<file path="src/hw/iplr_pkg.sv">
package iplr_pkg;

  // ==========================================================================
  // Bus geometry
  localparam int unsigned IPLR_ADR_W = 8;
  localparam int unsigned IPLR_DAT_W = 32;
  localparam int unsigned IPLR_SEL_W = 4;
  localparam int unsigned IPLR_IDX_W = 6;
  localparam int unsigned IPLR_LANE  = 8;

  // ==========================================================================
  // Register indices; the byte address is four times the index.
  localparam logic [5:0] IPLR_DEBUG_BREAK_STEP_PRIORITY     = 6'h00;
  localparam logic [5:0] IPLR_DEBUG_TRANSFER_TRACE_PRIORITY = 6'h01;
  localparam logic [5:0] IPLR_FLASH_CLOCK_SUPPLY_PIN_PRIORITY = 6'h02;
  localparam logic [5:0] IPLR_PORT_AND_CAN_PRIORITY         = 6'h03;
  localparam logic [5:0] IPLR_LAST_IDX                      = 6'h03;

  // ==========================================================================
  // Field values
  localparam logic [1:0]  IPLR_FIELD_OFF = 2'h0;
  localparam logic [1:0]  IPLR_LVL_RST   = 2'h0;
  localparam logic [1:0]  IPLR_LVL_STEP  = 2'h1;
  localparam logic [31:0] IPLR_DAT_ZERO  = 32'h0000_0000;

  // ==========================================================================
  // Field tables: debug sources are breakpoint 0, step counter, receive full,
  // transmit empty and trace buffer, in that order.
  localparam int unsigned IPLR_NDBG = 5;
  localparam logic [5:0] IPLR_DBG_REG [IPLR_NDBG] = '{6'h00, 6'h00, 6'h01, 6'h01, 6'h01};
  localparam int unsigned IPLR_DBG_LSB [IPLR_NDBG] = '{12, 10, 4, 2, 0};

  // Peripheral sources: flash empty, flash done, flash fault, pll, supply,
  // pin b, pin a, port d, e, f, can buffer, wake, fault, bus off.
  localparam int unsigned IPLR_NPER = 14;
  localparam logic [5:0] IPLR_PER_REG [IPLR_NPER] = '{
    6'h02, 6'h02, 6'h02, 6'h02, 6'h02, 6'h02, 6'h02,
    6'h03, 6'h03, 6'h03, 6'h03, 6'h03, 6'h03, 6'h03};
  localparam int unsigned IPLR_PER_LSB [IPLR_NPER] = '{
    14, 12, 10, 8, 6, 2, 0, 14, 12, 10, 8, 6, 4, 2};

  // ==========================================================================
  // Field coding
  function automatic logic [1:0] iplr_per_dec(input logic [1:0] field);
    iplr_per_dec = (field == IPLR_FIELD_OFF) ? IPLR_LVL_RST : field - IPLR_LVL_STEP;
  endfunction : iplr_per_dec

  function automatic logic [1:0] iplr_per_enc(input logic en, input logic [1:0] lvl);
    iplr_per_enc = en ? lvl + IPLR_LVL_STEP : IPLR_FIELD_OFF;
  endfunction : iplr_per_enc

  function automatic logic [1:0] iplr_dbg_enc(input logic en, input logic [1:0] lvl);
    iplr_dbg_enc = en ? lvl : IPLR_FIELD_OFF;
  endfunction : iplr_dbg_enc

endpackage : iplr_pkg

</file>
<file path="src/hw/iplr_regs.sv">
// Register access over Wishbone was decided locally.
`timescale 1ns/10ps
module iplr_regs
  import iplr_pkg::*;
(
  input  wire logic                  clk_i,
  input  wire logic                  rst_i,
  input  wire logic                  cyc_i,
  input  wire logic                  stb_i,
  input  wire logic                  we_i,
  input  wire logic [IPLR_ADR_W-1:0] adr_i,
  input  wire logic [IPLR_SEL_W-1:0] sel_i,
  input  wire logic [IPLR_DAT_W-1:0] dat_i,
  output logic      [IPLR_DAT_W-1:0] dat_o,
  output logic                       ack_o,
  output logic                       breakpoint0_en_o,
  output logic      [1:0]            breakpoint0_level_o,
  output logic                       step_counter_en_o,
  output logic      [1:0]            step_counter_level_o,
  output logic                       debug_rx_full_en_o,
  output logic      [1:0]            debug_rx_full_level_o,
  output logic                       debug_tx_empty_en_o,
  output logic      [1:0]            debug_tx_empty_level_o,
  output logic                       trace_buffer_en_o,
  output logic      [1:0]            trace_buffer_level_o,
  output logic                       flash_buffers_empty_en_o,
  output logic      [1:0]            flash_buffers_empty_level_o,
  output logic                       flash_cmd_done_en_o,
  output logic      [1:0]            flash_cmd_done_level_o,
  output logic                       flash_fault_en_o,
  output logic      [1:0]            flash_fault_level_o,
  output logic                       pll_unlocked_en_o,
  output logic      [1:0]            pll_unlocked_level_o,
  output logic                       low_voltage_en_o,
  output logic      [1:0]            low_voltage_level_o,
  output logic                       ext_pin_b_en_o,
  output logic      [1:0]            ext_pin_b_level_o,
  output logic                       ext_pin_a_en_o,
  output logic      [1:0]            ext_pin_a_level_o,
  output logic                       port_d_en_o,
  output logic      [1:0]            port_d_level_o,
  output logic                       port_e_en_o,
  output logic      [1:0]            port_e_level_o,
  output logic                       port_f_en_o,
  output logic      [1:0]            port_f_level_o,
  output logic                       can_msgbuf_en_o,
  output logic      [1:0]            can_msgbuf_level_o,
  output logic                       can_wake_en_o,
  output logic      [1:0]            can_wake_level_o,
  output logic                       can_fault_en_o,
  output logic      [1:0]            can_fault_level_o,
  output logic                       can_busoff_en_o,
  output logic      [1:0]            can_busoff_level_o
);

  // ==========================================================================
  // Bus slave
  logic [IPLR_IDX_W-1:0] adr_idx;
  logic                  take;
  logic                  wr_take;
  logic [IPLR_DAT_W-1:0] next_dat;
  logic [IPLR_NDBG-1:0]  dbg_en;
  logic [1:0]            dbg_lvl [IPLR_NDBG];
  logic [IPLR_NPER-1:0]  per_en;
  logic [1:0]            per_lvl [IPLR_NPER];

  assign adr_idx = adr_i[IPLR_ADR_W-1:2];
  assign take    = cyc_i && stb_i && !ack_o;
  assign wr_take = take && we_i;

  // The ack is registered, so every access costs two cycles; this keeps the
  // read mux off the bus path at the price of half the throughput.
  always_ff @(posedge clk_i) begin
    if (rst_i) begin
      ack_o <= 1'b0;
    end else begin
      ack_o <= take;
    end
  end

  // Unmapped indices answer normally with zero data; nothing decodes there.
  always_comb begin
    next_dat = IPLR_DAT_ZERO;
    for (int i = 0; i < IPLR_NDBG; i++) begin
      if (adr_idx == IPLR_DBG_REG[i]) begin
        next_dat[IPLR_DBG_LSB[i] +: 2] = iplr_dbg_enc(dbg_en[i], dbg_lvl[i]);
      end
    end
    for (int i = 0; i < IPLR_NPER; i++) begin
      if (adr_idx == IPLR_PER_REG[i]) begin
        next_dat[IPLR_PER_LSB[i] +: 2] = iplr_per_enc(per_en[i], per_lvl[i]);
      end
    end
  end

  always_ff @(posedge clk_i) begin
    if (rst_i) begin
      dat_o <= IPLR_DAT_ZERO;
    end else if (take && !we_i) begin
      dat_o <= next_dat;
    end
  end

  // ==========================================================================
  // Priority fields
  // Only the decoded enable and level are stored; the read value is rebuilt
  // from them, so reserved bits have no storage and cannot be written.
  always_ff @(posedge clk_i) begin
    for (int i = 0; i < IPLR_NDBG; i++) begin
      if (rst_i) begin
        dbg_en[i]  <= 1'b0;
        dbg_lvl[i] <= IPLR_LVL_RST;
      end else if (wr_take && adr_idx == IPLR_DBG_REG[i]
                   && sel_i[IPLR_DBG_LSB[i] / IPLR_LANE]) begin
        dbg_en[i]  <= dat_i[IPLR_DBG_LSB[i] +: 2] != IPLR_FIELD_OFF;
        dbg_lvl[i] <= dat_i[IPLR_DBG_LSB[i] +: 2];
      end
    end
  end

  always_ff @(posedge clk_i) begin
    for (int i = 0; i < IPLR_NPER; i++) begin
      if (rst_i) begin
        per_en[i]  <= 1'b0;
        per_lvl[i] <= IPLR_LVL_RST;
      end else if (wr_take && adr_idx == IPLR_PER_REG[i]
                   && sel_i[IPLR_PER_LSB[i] / IPLR_LANE]) begin
        per_en[i]  <= dat_i[IPLR_PER_LSB[i] +: 2] != IPLR_FIELD_OFF;
        per_lvl[i] <= iplr_per_dec(dat_i[IPLR_PER_LSB[i] +: 2]);
      end
    end
  end

  // ==========================================================================
  // Levels toward the arbiter
  assign breakpoint0_en_o            = dbg_en[0];
  assign breakpoint0_level_o         = dbg_lvl[0];
  assign step_counter_en_o           = dbg_en[1];
  assign step_counter_level_o        = dbg_lvl[1];
  assign debug_rx_full_en_o          = dbg_en[2];
  assign debug_rx_full_level_o       = dbg_lvl[2];
  assign debug_tx_empty_en_o         = dbg_en[3];
  assign debug_tx_empty_level_o      = dbg_lvl[3];
  assign trace_buffer_en_o           = dbg_en[4];
  assign trace_buffer_level_o        = dbg_lvl[4];
  assign flash_buffers_empty_en_o    = per_en[0];
  assign flash_buffers_empty_level_o = per_lvl[0];
  assign flash_cmd_done_en_o         = per_en[1];
  assign flash_cmd_done_level_o      = per_lvl[1];
  assign flash_fault_en_o            = per_en[2];
  assign flash_fault_level_o         = per_lvl[2];
  assign pll_unlocked_en_o           = per_en[3];
  assign pll_unlocked_level_o        = per_lvl[3];
  assign low_voltage_en_o            = per_en[4];
  assign low_voltage_level_o         = per_lvl[4];
  assign ext_pin_b_en_o              = per_en[5];
  assign ext_pin_b_level_o           = per_lvl[5];
  assign ext_pin_a_en_o              = per_en[6];
  assign ext_pin_a_level_o           = per_lvl[6];
  assign port_d_en_o                 = per_en[7];
  assign port_d_level_o              = per_lvl[7];
  assign port_e_en_o                 = per_en[8];
  assign port_e_level_o              = per_lvl[8];
  assign port_f_en_o                 = per_en[9];
  assign port_f_level_o              = per_lvl[9];
  assign can_msgbuf_en_o             = per_en[10];
  assign can_msgbuf_level_o          = per_lvl[10];
  assign can_wake_en_o               = per_en[11];
  assign can_wake_level_o            = per_lvl[11];
  assign can_fault_en_o              = per_en[12];
  assign can_fault_level_o           = per_lvl[12];
  assign can_busoff_en_o             = per_en[13];
  assign can_busoff_level_o          = per_lvl[13];
endmodule : iplr_regs

</file>
<file path="config.mk">
export PLATFORM = sky130hd
export DESIGN_NAME = iplr_regs
export DESIGN_NICKNAME = d
export VERILOG_FILES = /design/src/hw/iplr_pkg.sv /design/src/hw/iplr_regs.sv
export SDC_FILE = /design/constraint.sdc
export NUM_CORES = 1
export LEC_CHECK = 0
export BUFFER_PORTS_ARGS = -buffer_cell sky130_fd_sc_hd__buf_2
export CORE_ASPECT_RATIO = 1.25
export CORE_MARGIN = 2
export CORE_UTILIZATION = 45
export DETAILED_ROUTE_END_ITERATION = 10
export PLACE_DENSITY = 0.8
export SETUP_SLACK_MARGIN = 0.3
export SLEW_MARGIN = 20
export SYNTH_ARGS = -nofsm -noshare
export SYNTH_HDL_FRONTEND = slang
export SYNTH_SLANG_ARGS = --single-unit
</file>
<file path="constraint.sdc">
create_clock -name clk_i -period 3.2 [get_ports clk_i]
set_clock_uncertainty 0.2 [all_clocks]
set_input_delay 0.64 -clock clk_i [delete_from_list [all_inputs] [get_ports clk_i]]
set_output_delay 0.64 -clock clk_i [all_outputs]
set_load 0.005 [all_outputs]
</file>
Word-level counts from Yosys, hierarchy flattened
Memory sizes are Yosys's and may differ from the RTL's.
Cells that the tools add are included.
- register bits: 36
- bits in latches: 0
- RAM bits: 38
- ROM bits: 0
- input port bits: 49
- output and inout port bits: 90
- word-level logic and storage cells: 172
- memories kept: 2
- add/sub/neg operators: 22
- multiply operators: 0
- div/mod/pow operators: 0
- $lt $le $gt $ge: 0
- eq/ne operators: 3
- shift-type cells: 0
- muxes and demuxes: 85
- bitwise logic cells: 19
- reductions and logical operators: 33
- memories (memory ; depth ; width ; read ports ; clocked after Yosys merged registers in ; write ports ; RTL line ; RTL):
    per_lvl ; 14 ; 2 ; 14 ; 0 ; 14 ; iplr_regs.sv:65 ; logic [1:0] per_lvl [IPLR_NPER];
    dbg_lvl ; 5 ; 2 ; 5 ; 0 ; 5 ; iplr_regs.sv:63 ; logic [1:0] dbg_lvl [IPLR_NDBG];
- operators with widths (kind ; count):
    $mux 2 ; 65
    $add 2x1->2 const B ; 14
    $mux 1 ; 20
    $or 1x1->1 ; 19
    $logic_not 2->1 ; 8
    $reduce_bool 2->1 ; 8
    $sub 2x1->2 const B ; 8
    $logic_and 1x1->1 ; 14
    $eq 6x2->1 const B ; 2
    $eq 6x1->1 const B ; 1
    $logic_not 6->1 ; 1
    $logic_not 1->1 ; 2

Depth between registers and ports, before layout
- depth after elaboration: 9
- mapped depth: 6
- gate-level depth less buffers: 4

Worst setup path before layout
No wires, ideal clock.
- path type: in2reg
- start point: input port adr_i[5]
- end point: register dat_o[3]
- library setup time: 0.070 ns
- arrival: 1.923 ns
- required time: 2.930 ns
- slack: 1.006 ns
- stages: 5
- buffers on the path: 1
- cells stage by stage: or4_1 > buf_2 > nor2_1 > or4b_1 > a21oi_1
- word-level cells in the longest chain between the ends: 4
- elaborated cells on any way between the ends: 6
- classes of those cells: eq/ne (3); mux (3)
- ends and longest elaborated chain (item ; RTL line ; RTL):
    start: declaration ; iplr_regs.sv:11 ; input wire logic [IPLR_ADR_W-1:0] adr_i,
    $eq 6x1->1 ; iplr_regs.sv:85 ; if (adr_idx == IPLR_DBG_REG[i]) begin
    $mux 2 ; iplr_regs.sv:85 ;
    $mux 2 ; iplr_regs.sv:90 ; if (adr_idx == IPLR_PER_REG[i]) begin
    $mux 2 * ; iplr_regs.sv:90 ;
    end signal: assignment ; iplr_regs.sv:100 ; dat_o <= next_dat;
    end: declaration ; iplr_regs.sv:14 ; output logic [IPLR_DAT_W-1:0] dat_o,
Every way passes the cells marked *; elsewhere a longest branch is shown, timed or not.
A chain may end at the register's enable or synchronous reset.

==> qor.txt <==
outcome: completed
share of cells above drive strength 1: 0.2777
Synth cell types: 40
Top delay family on crit path: simple AND/OR/NAND/NOR gates
VDD IR max: 383.9 µV
clock power share: 0.411
Die Y: 100.1 µm
Routed wire per std cell: 15.21 µm
CTS tree: built
total gr overflow: 0
Post-Synthesis Cell Area: 3327 µm²
leak pwr: 1.753 nW
maxcap violations: 0
Synth area leader: edfxtp_1
nets@finish: 489
placed cells: 519
Std-Cell Rows: 35
post-DP HPWL: 6164 µm
number of hold buffers added after CTS: 0
first-pass GRT wire length: 12520 µm
total setup buffers inserted after CTS: 0
Peak Freq: 416.9 MHz
synth top area cells: edfxtp_1 (34%), dfxtp_1 (22%), nor2_1 (5.8%)
largest net degree at the start of global routing: 27
Pre-Repair DR Iteration Count: 4
Reg2Reg Setup Slack: 1.16 ns
Initial Util: 0.4577
combinational power share: 0.072
actual slew at the worst max-slew pin: 0.5417 ns
TritonCTS buffer count: 9
Non-Filler Instances: 535
hold path cells: 2
Worst R2R Start: ack_o$_SDFF_PP0_
ANT nets after route: 0
PortBufs: 102
Pins Over Slew Limit: 0
worst hold endpoint: dat_o[13]$_SDFFE_PP0P_
Power Density: 493.4 nW/µm²
final WL: 8136 µm
number of gates resized after cts: 0
cell count after synthesis: 340
clock root cell: clkbuf_8
period utilization: 0.7496
Reg power frac: 0.517
Vias: 2746
Req. time, crit path: 3.16 ns
vias in the first global route: 2591
antenna violations before repair: 0
Worst-Skew Late Latency: 0.34 ns
Crit. End Element: flop
sequential area share after synthesis: 0.5596
Ports: 139
Worst path slowest cell: and2_1
min cycle time layout: 2.399 ns
YS warnings: 0
r2r worst-path depth: 3
Psw: 448.4 µW
Via density: 5.133
CTS sink cnt: 74
critical path type: input port to flop
crit-path cells: buf_2 -> nor2b_1 -> and2_1 -> nand2_1 -> nor3_1
H-tree levels: 3
hold path start: dat_o[13]$_SDFFE_PP0P_
element type at the critical path start: input port
Worst Path Buf+Inv: 1
Total GRT Usage: 0.2049
# DRC: 0
Max-slew headroom: 0.6341
post-synth top area share: 0.3430
slowest stage delay, CP: 0.51 ns
RePlAce Congestion: 0.8770
# setup viols final: 0
Max Buffers Root-to-Sink: 2
P&R area growth vs syn: 22.41%
Sw Share: 0.2232
die area: 8101 µm²
crit path max fanout: 14
Synth Area per Inst: 9.785 µm²
Reg clk slew, reported paths: 0.08 ns
Arr. time, crit path: 2.36 ns
RR Endpoint: per_lvl[1][4]$_SDFFCE_PN0P_
diodes inserted: 0
hold crit path type: flop to flop
Seq cells post-synth: 74
die span in x: 80.91 µm
Power Internal: 1.561 mW
Placeable Area: 7269 µm²
setup TNS: 0 ns
setup repair after global routing missed its margin: no
Final Hold Fails: 0
DRT iter0 DRCs: 255
-- per-layer routing --
| layer | track usage | vias up | wire length (µm) |
|---|---|---|---|
| met2 | 0.3535 | 94 | 4292 |
| met1 | 0.2466 | 1282 | 3152 |
| met3 | 0.03507 | 16 | 499 |
| met5 | 0 | - | 0 |
| li1 | - | 1354 | - |
| met4 | 0.09387 | 0 | 192 |
-- state kept, by name, indices dropped and copies added, names as in the netlist --
register	cells
dbg_en	5
dat_o	16
dbg_lvl	10
per_en	14
per_lvl	28
ack_o	1
-- cell usage in the layout (no fill, tap or decap), types with 3 or more instances in the layout --
cell,Yosys,routed
inv_1,12,12
buf_4,17,3
a21oi_1,7,7
buf_2,4,102
nor2b_1,4,4
o21ai_0,20,20
nand3_1,14,14
edfxtp_1,38,38
and2_1,7,7
dfxtp_1,36,36
a41oi_1,6,6
conb_1,1,16
xor2_1,12,12
clkbuf_8,0,11
nor2_1,51,51
nand2_1,38,38
nand2b_1,6,6
o22ai_1,3,3
nand3b_1,9,9
a311oi_1,10,10
and3_1,3,3
nor3_1,8,7
-- Yosys cell counts, drive strengths merged --
cell     n
nor2    52
nand2   39
edfxtp  38
dfxtp   36
buf     22
o21ai   20
nand3   14
inv     12
xor2    12
clkbuf  11
a311oi  10
nand3b   9
nor3     8
a21oi    7
and2     7
a41oi    6
nand2b   6
nor2b    4
and3     3
o22ai    3
a221oi   2
a31oi    2
and3b    2
ha       2
xnor2    2
a2111o   1
a32o     1
a32oi    1
and4b    1
conb     1
nand4    1
nor4     1
o41ai    1
or3      1
or4      1
or4b     1
-- power by group through the flow --
stage,Clock (mW),Sequential (mW),Combinational (mW)
2_1_floorplan,0,1.06,0.0857
3_3_place_gp,0,1.06,0.140
3_5_place_dp,0,1.06,0.143
4_1_cts,0.831,1.04,0.144
5_1_grt,0.871,1.04,0.162
6_report,0.825,1.04,0.144
-- layout make-up --
cell class	instances	area (µm²)
flip-flops and latches	74	1862
repair buffers	105	533.0
clock buffers	12	155.1
inverters	12	45.04
multi-input cells	236	1289
well taps	92	115.1
fillers	675	3197
clock inverters	4	73.82
-- how the worst max path moves through the flow --
stage,cells past startpoint,slack [ns],from,endpoint
6_report,5,0.80,adr_i[3],per_lvl[0][13]$_SDFFCE_PP0P_
5_1_grt,5,0.66,adr_i[3],per_lvl[0][2]$_SDFFCE_PN0P_
4_1_cts,5,0.81,adr_i[3],per_lvl[0][12]$_SDFFCE_PP0P_
3_5_place_dp,5,0.46,adr_i[3],per_lvl[0][12]$_SDFFCE_PP0P_
3_3_place_gp,6,0.52,adr_i[5],per_lvl[0][7]$_SDFFCE_PN0P_
2_1_floorplan,5,1.01,adr_i[5],dat_o[3]$_SDFFE_PP0P_
-- stage by stage --
| stage | utilization | total power [mW] | setup WS (ns) | instance area [µm²] | hold WS [ns] |
|---|---|---|---|---|---|
| 5_1_grt | 0.5602 | 2.077 | 0.6564 | 4073 | 0.2686 |
| 6_report | 0.5602 | 2.009 | 0.8014 | 4073 | 0.2510 |
| 4_1_cts | 0.5602 | 2.015 | 0.8090 | 4073 | 0.2552 |
| 2_1_floorplan | - | 1.147 | 1.006 | 3383 | 0.2482 |
| 3_5_place_dp | 0.5287 | 1.205 | 0.4631 | 3844 | 0.2461 |
| 3_3_place_gp | 0.5287 | 1.201 | 0.5208 | 3844 | 0.2398 |
-- worst register-to-register path: stages (launching register included) --
cell and delay [ns]:
dfxtp_1 0.39, and4b_1 0.31, a41oi_1 0.52, inv_1 0.32
-- cell families after synthesis --
family,after synthesis,share of synthesized area
xor+xnor,14,0.03686
buf+inv,45,0.07145
compound gates,54,0.1091
other cells,1,0.001127
fa+ha+maj,2,0.007520
simple gates,150,0.2144
flops,74,0.5596
(Power assumes the default switching activity.)
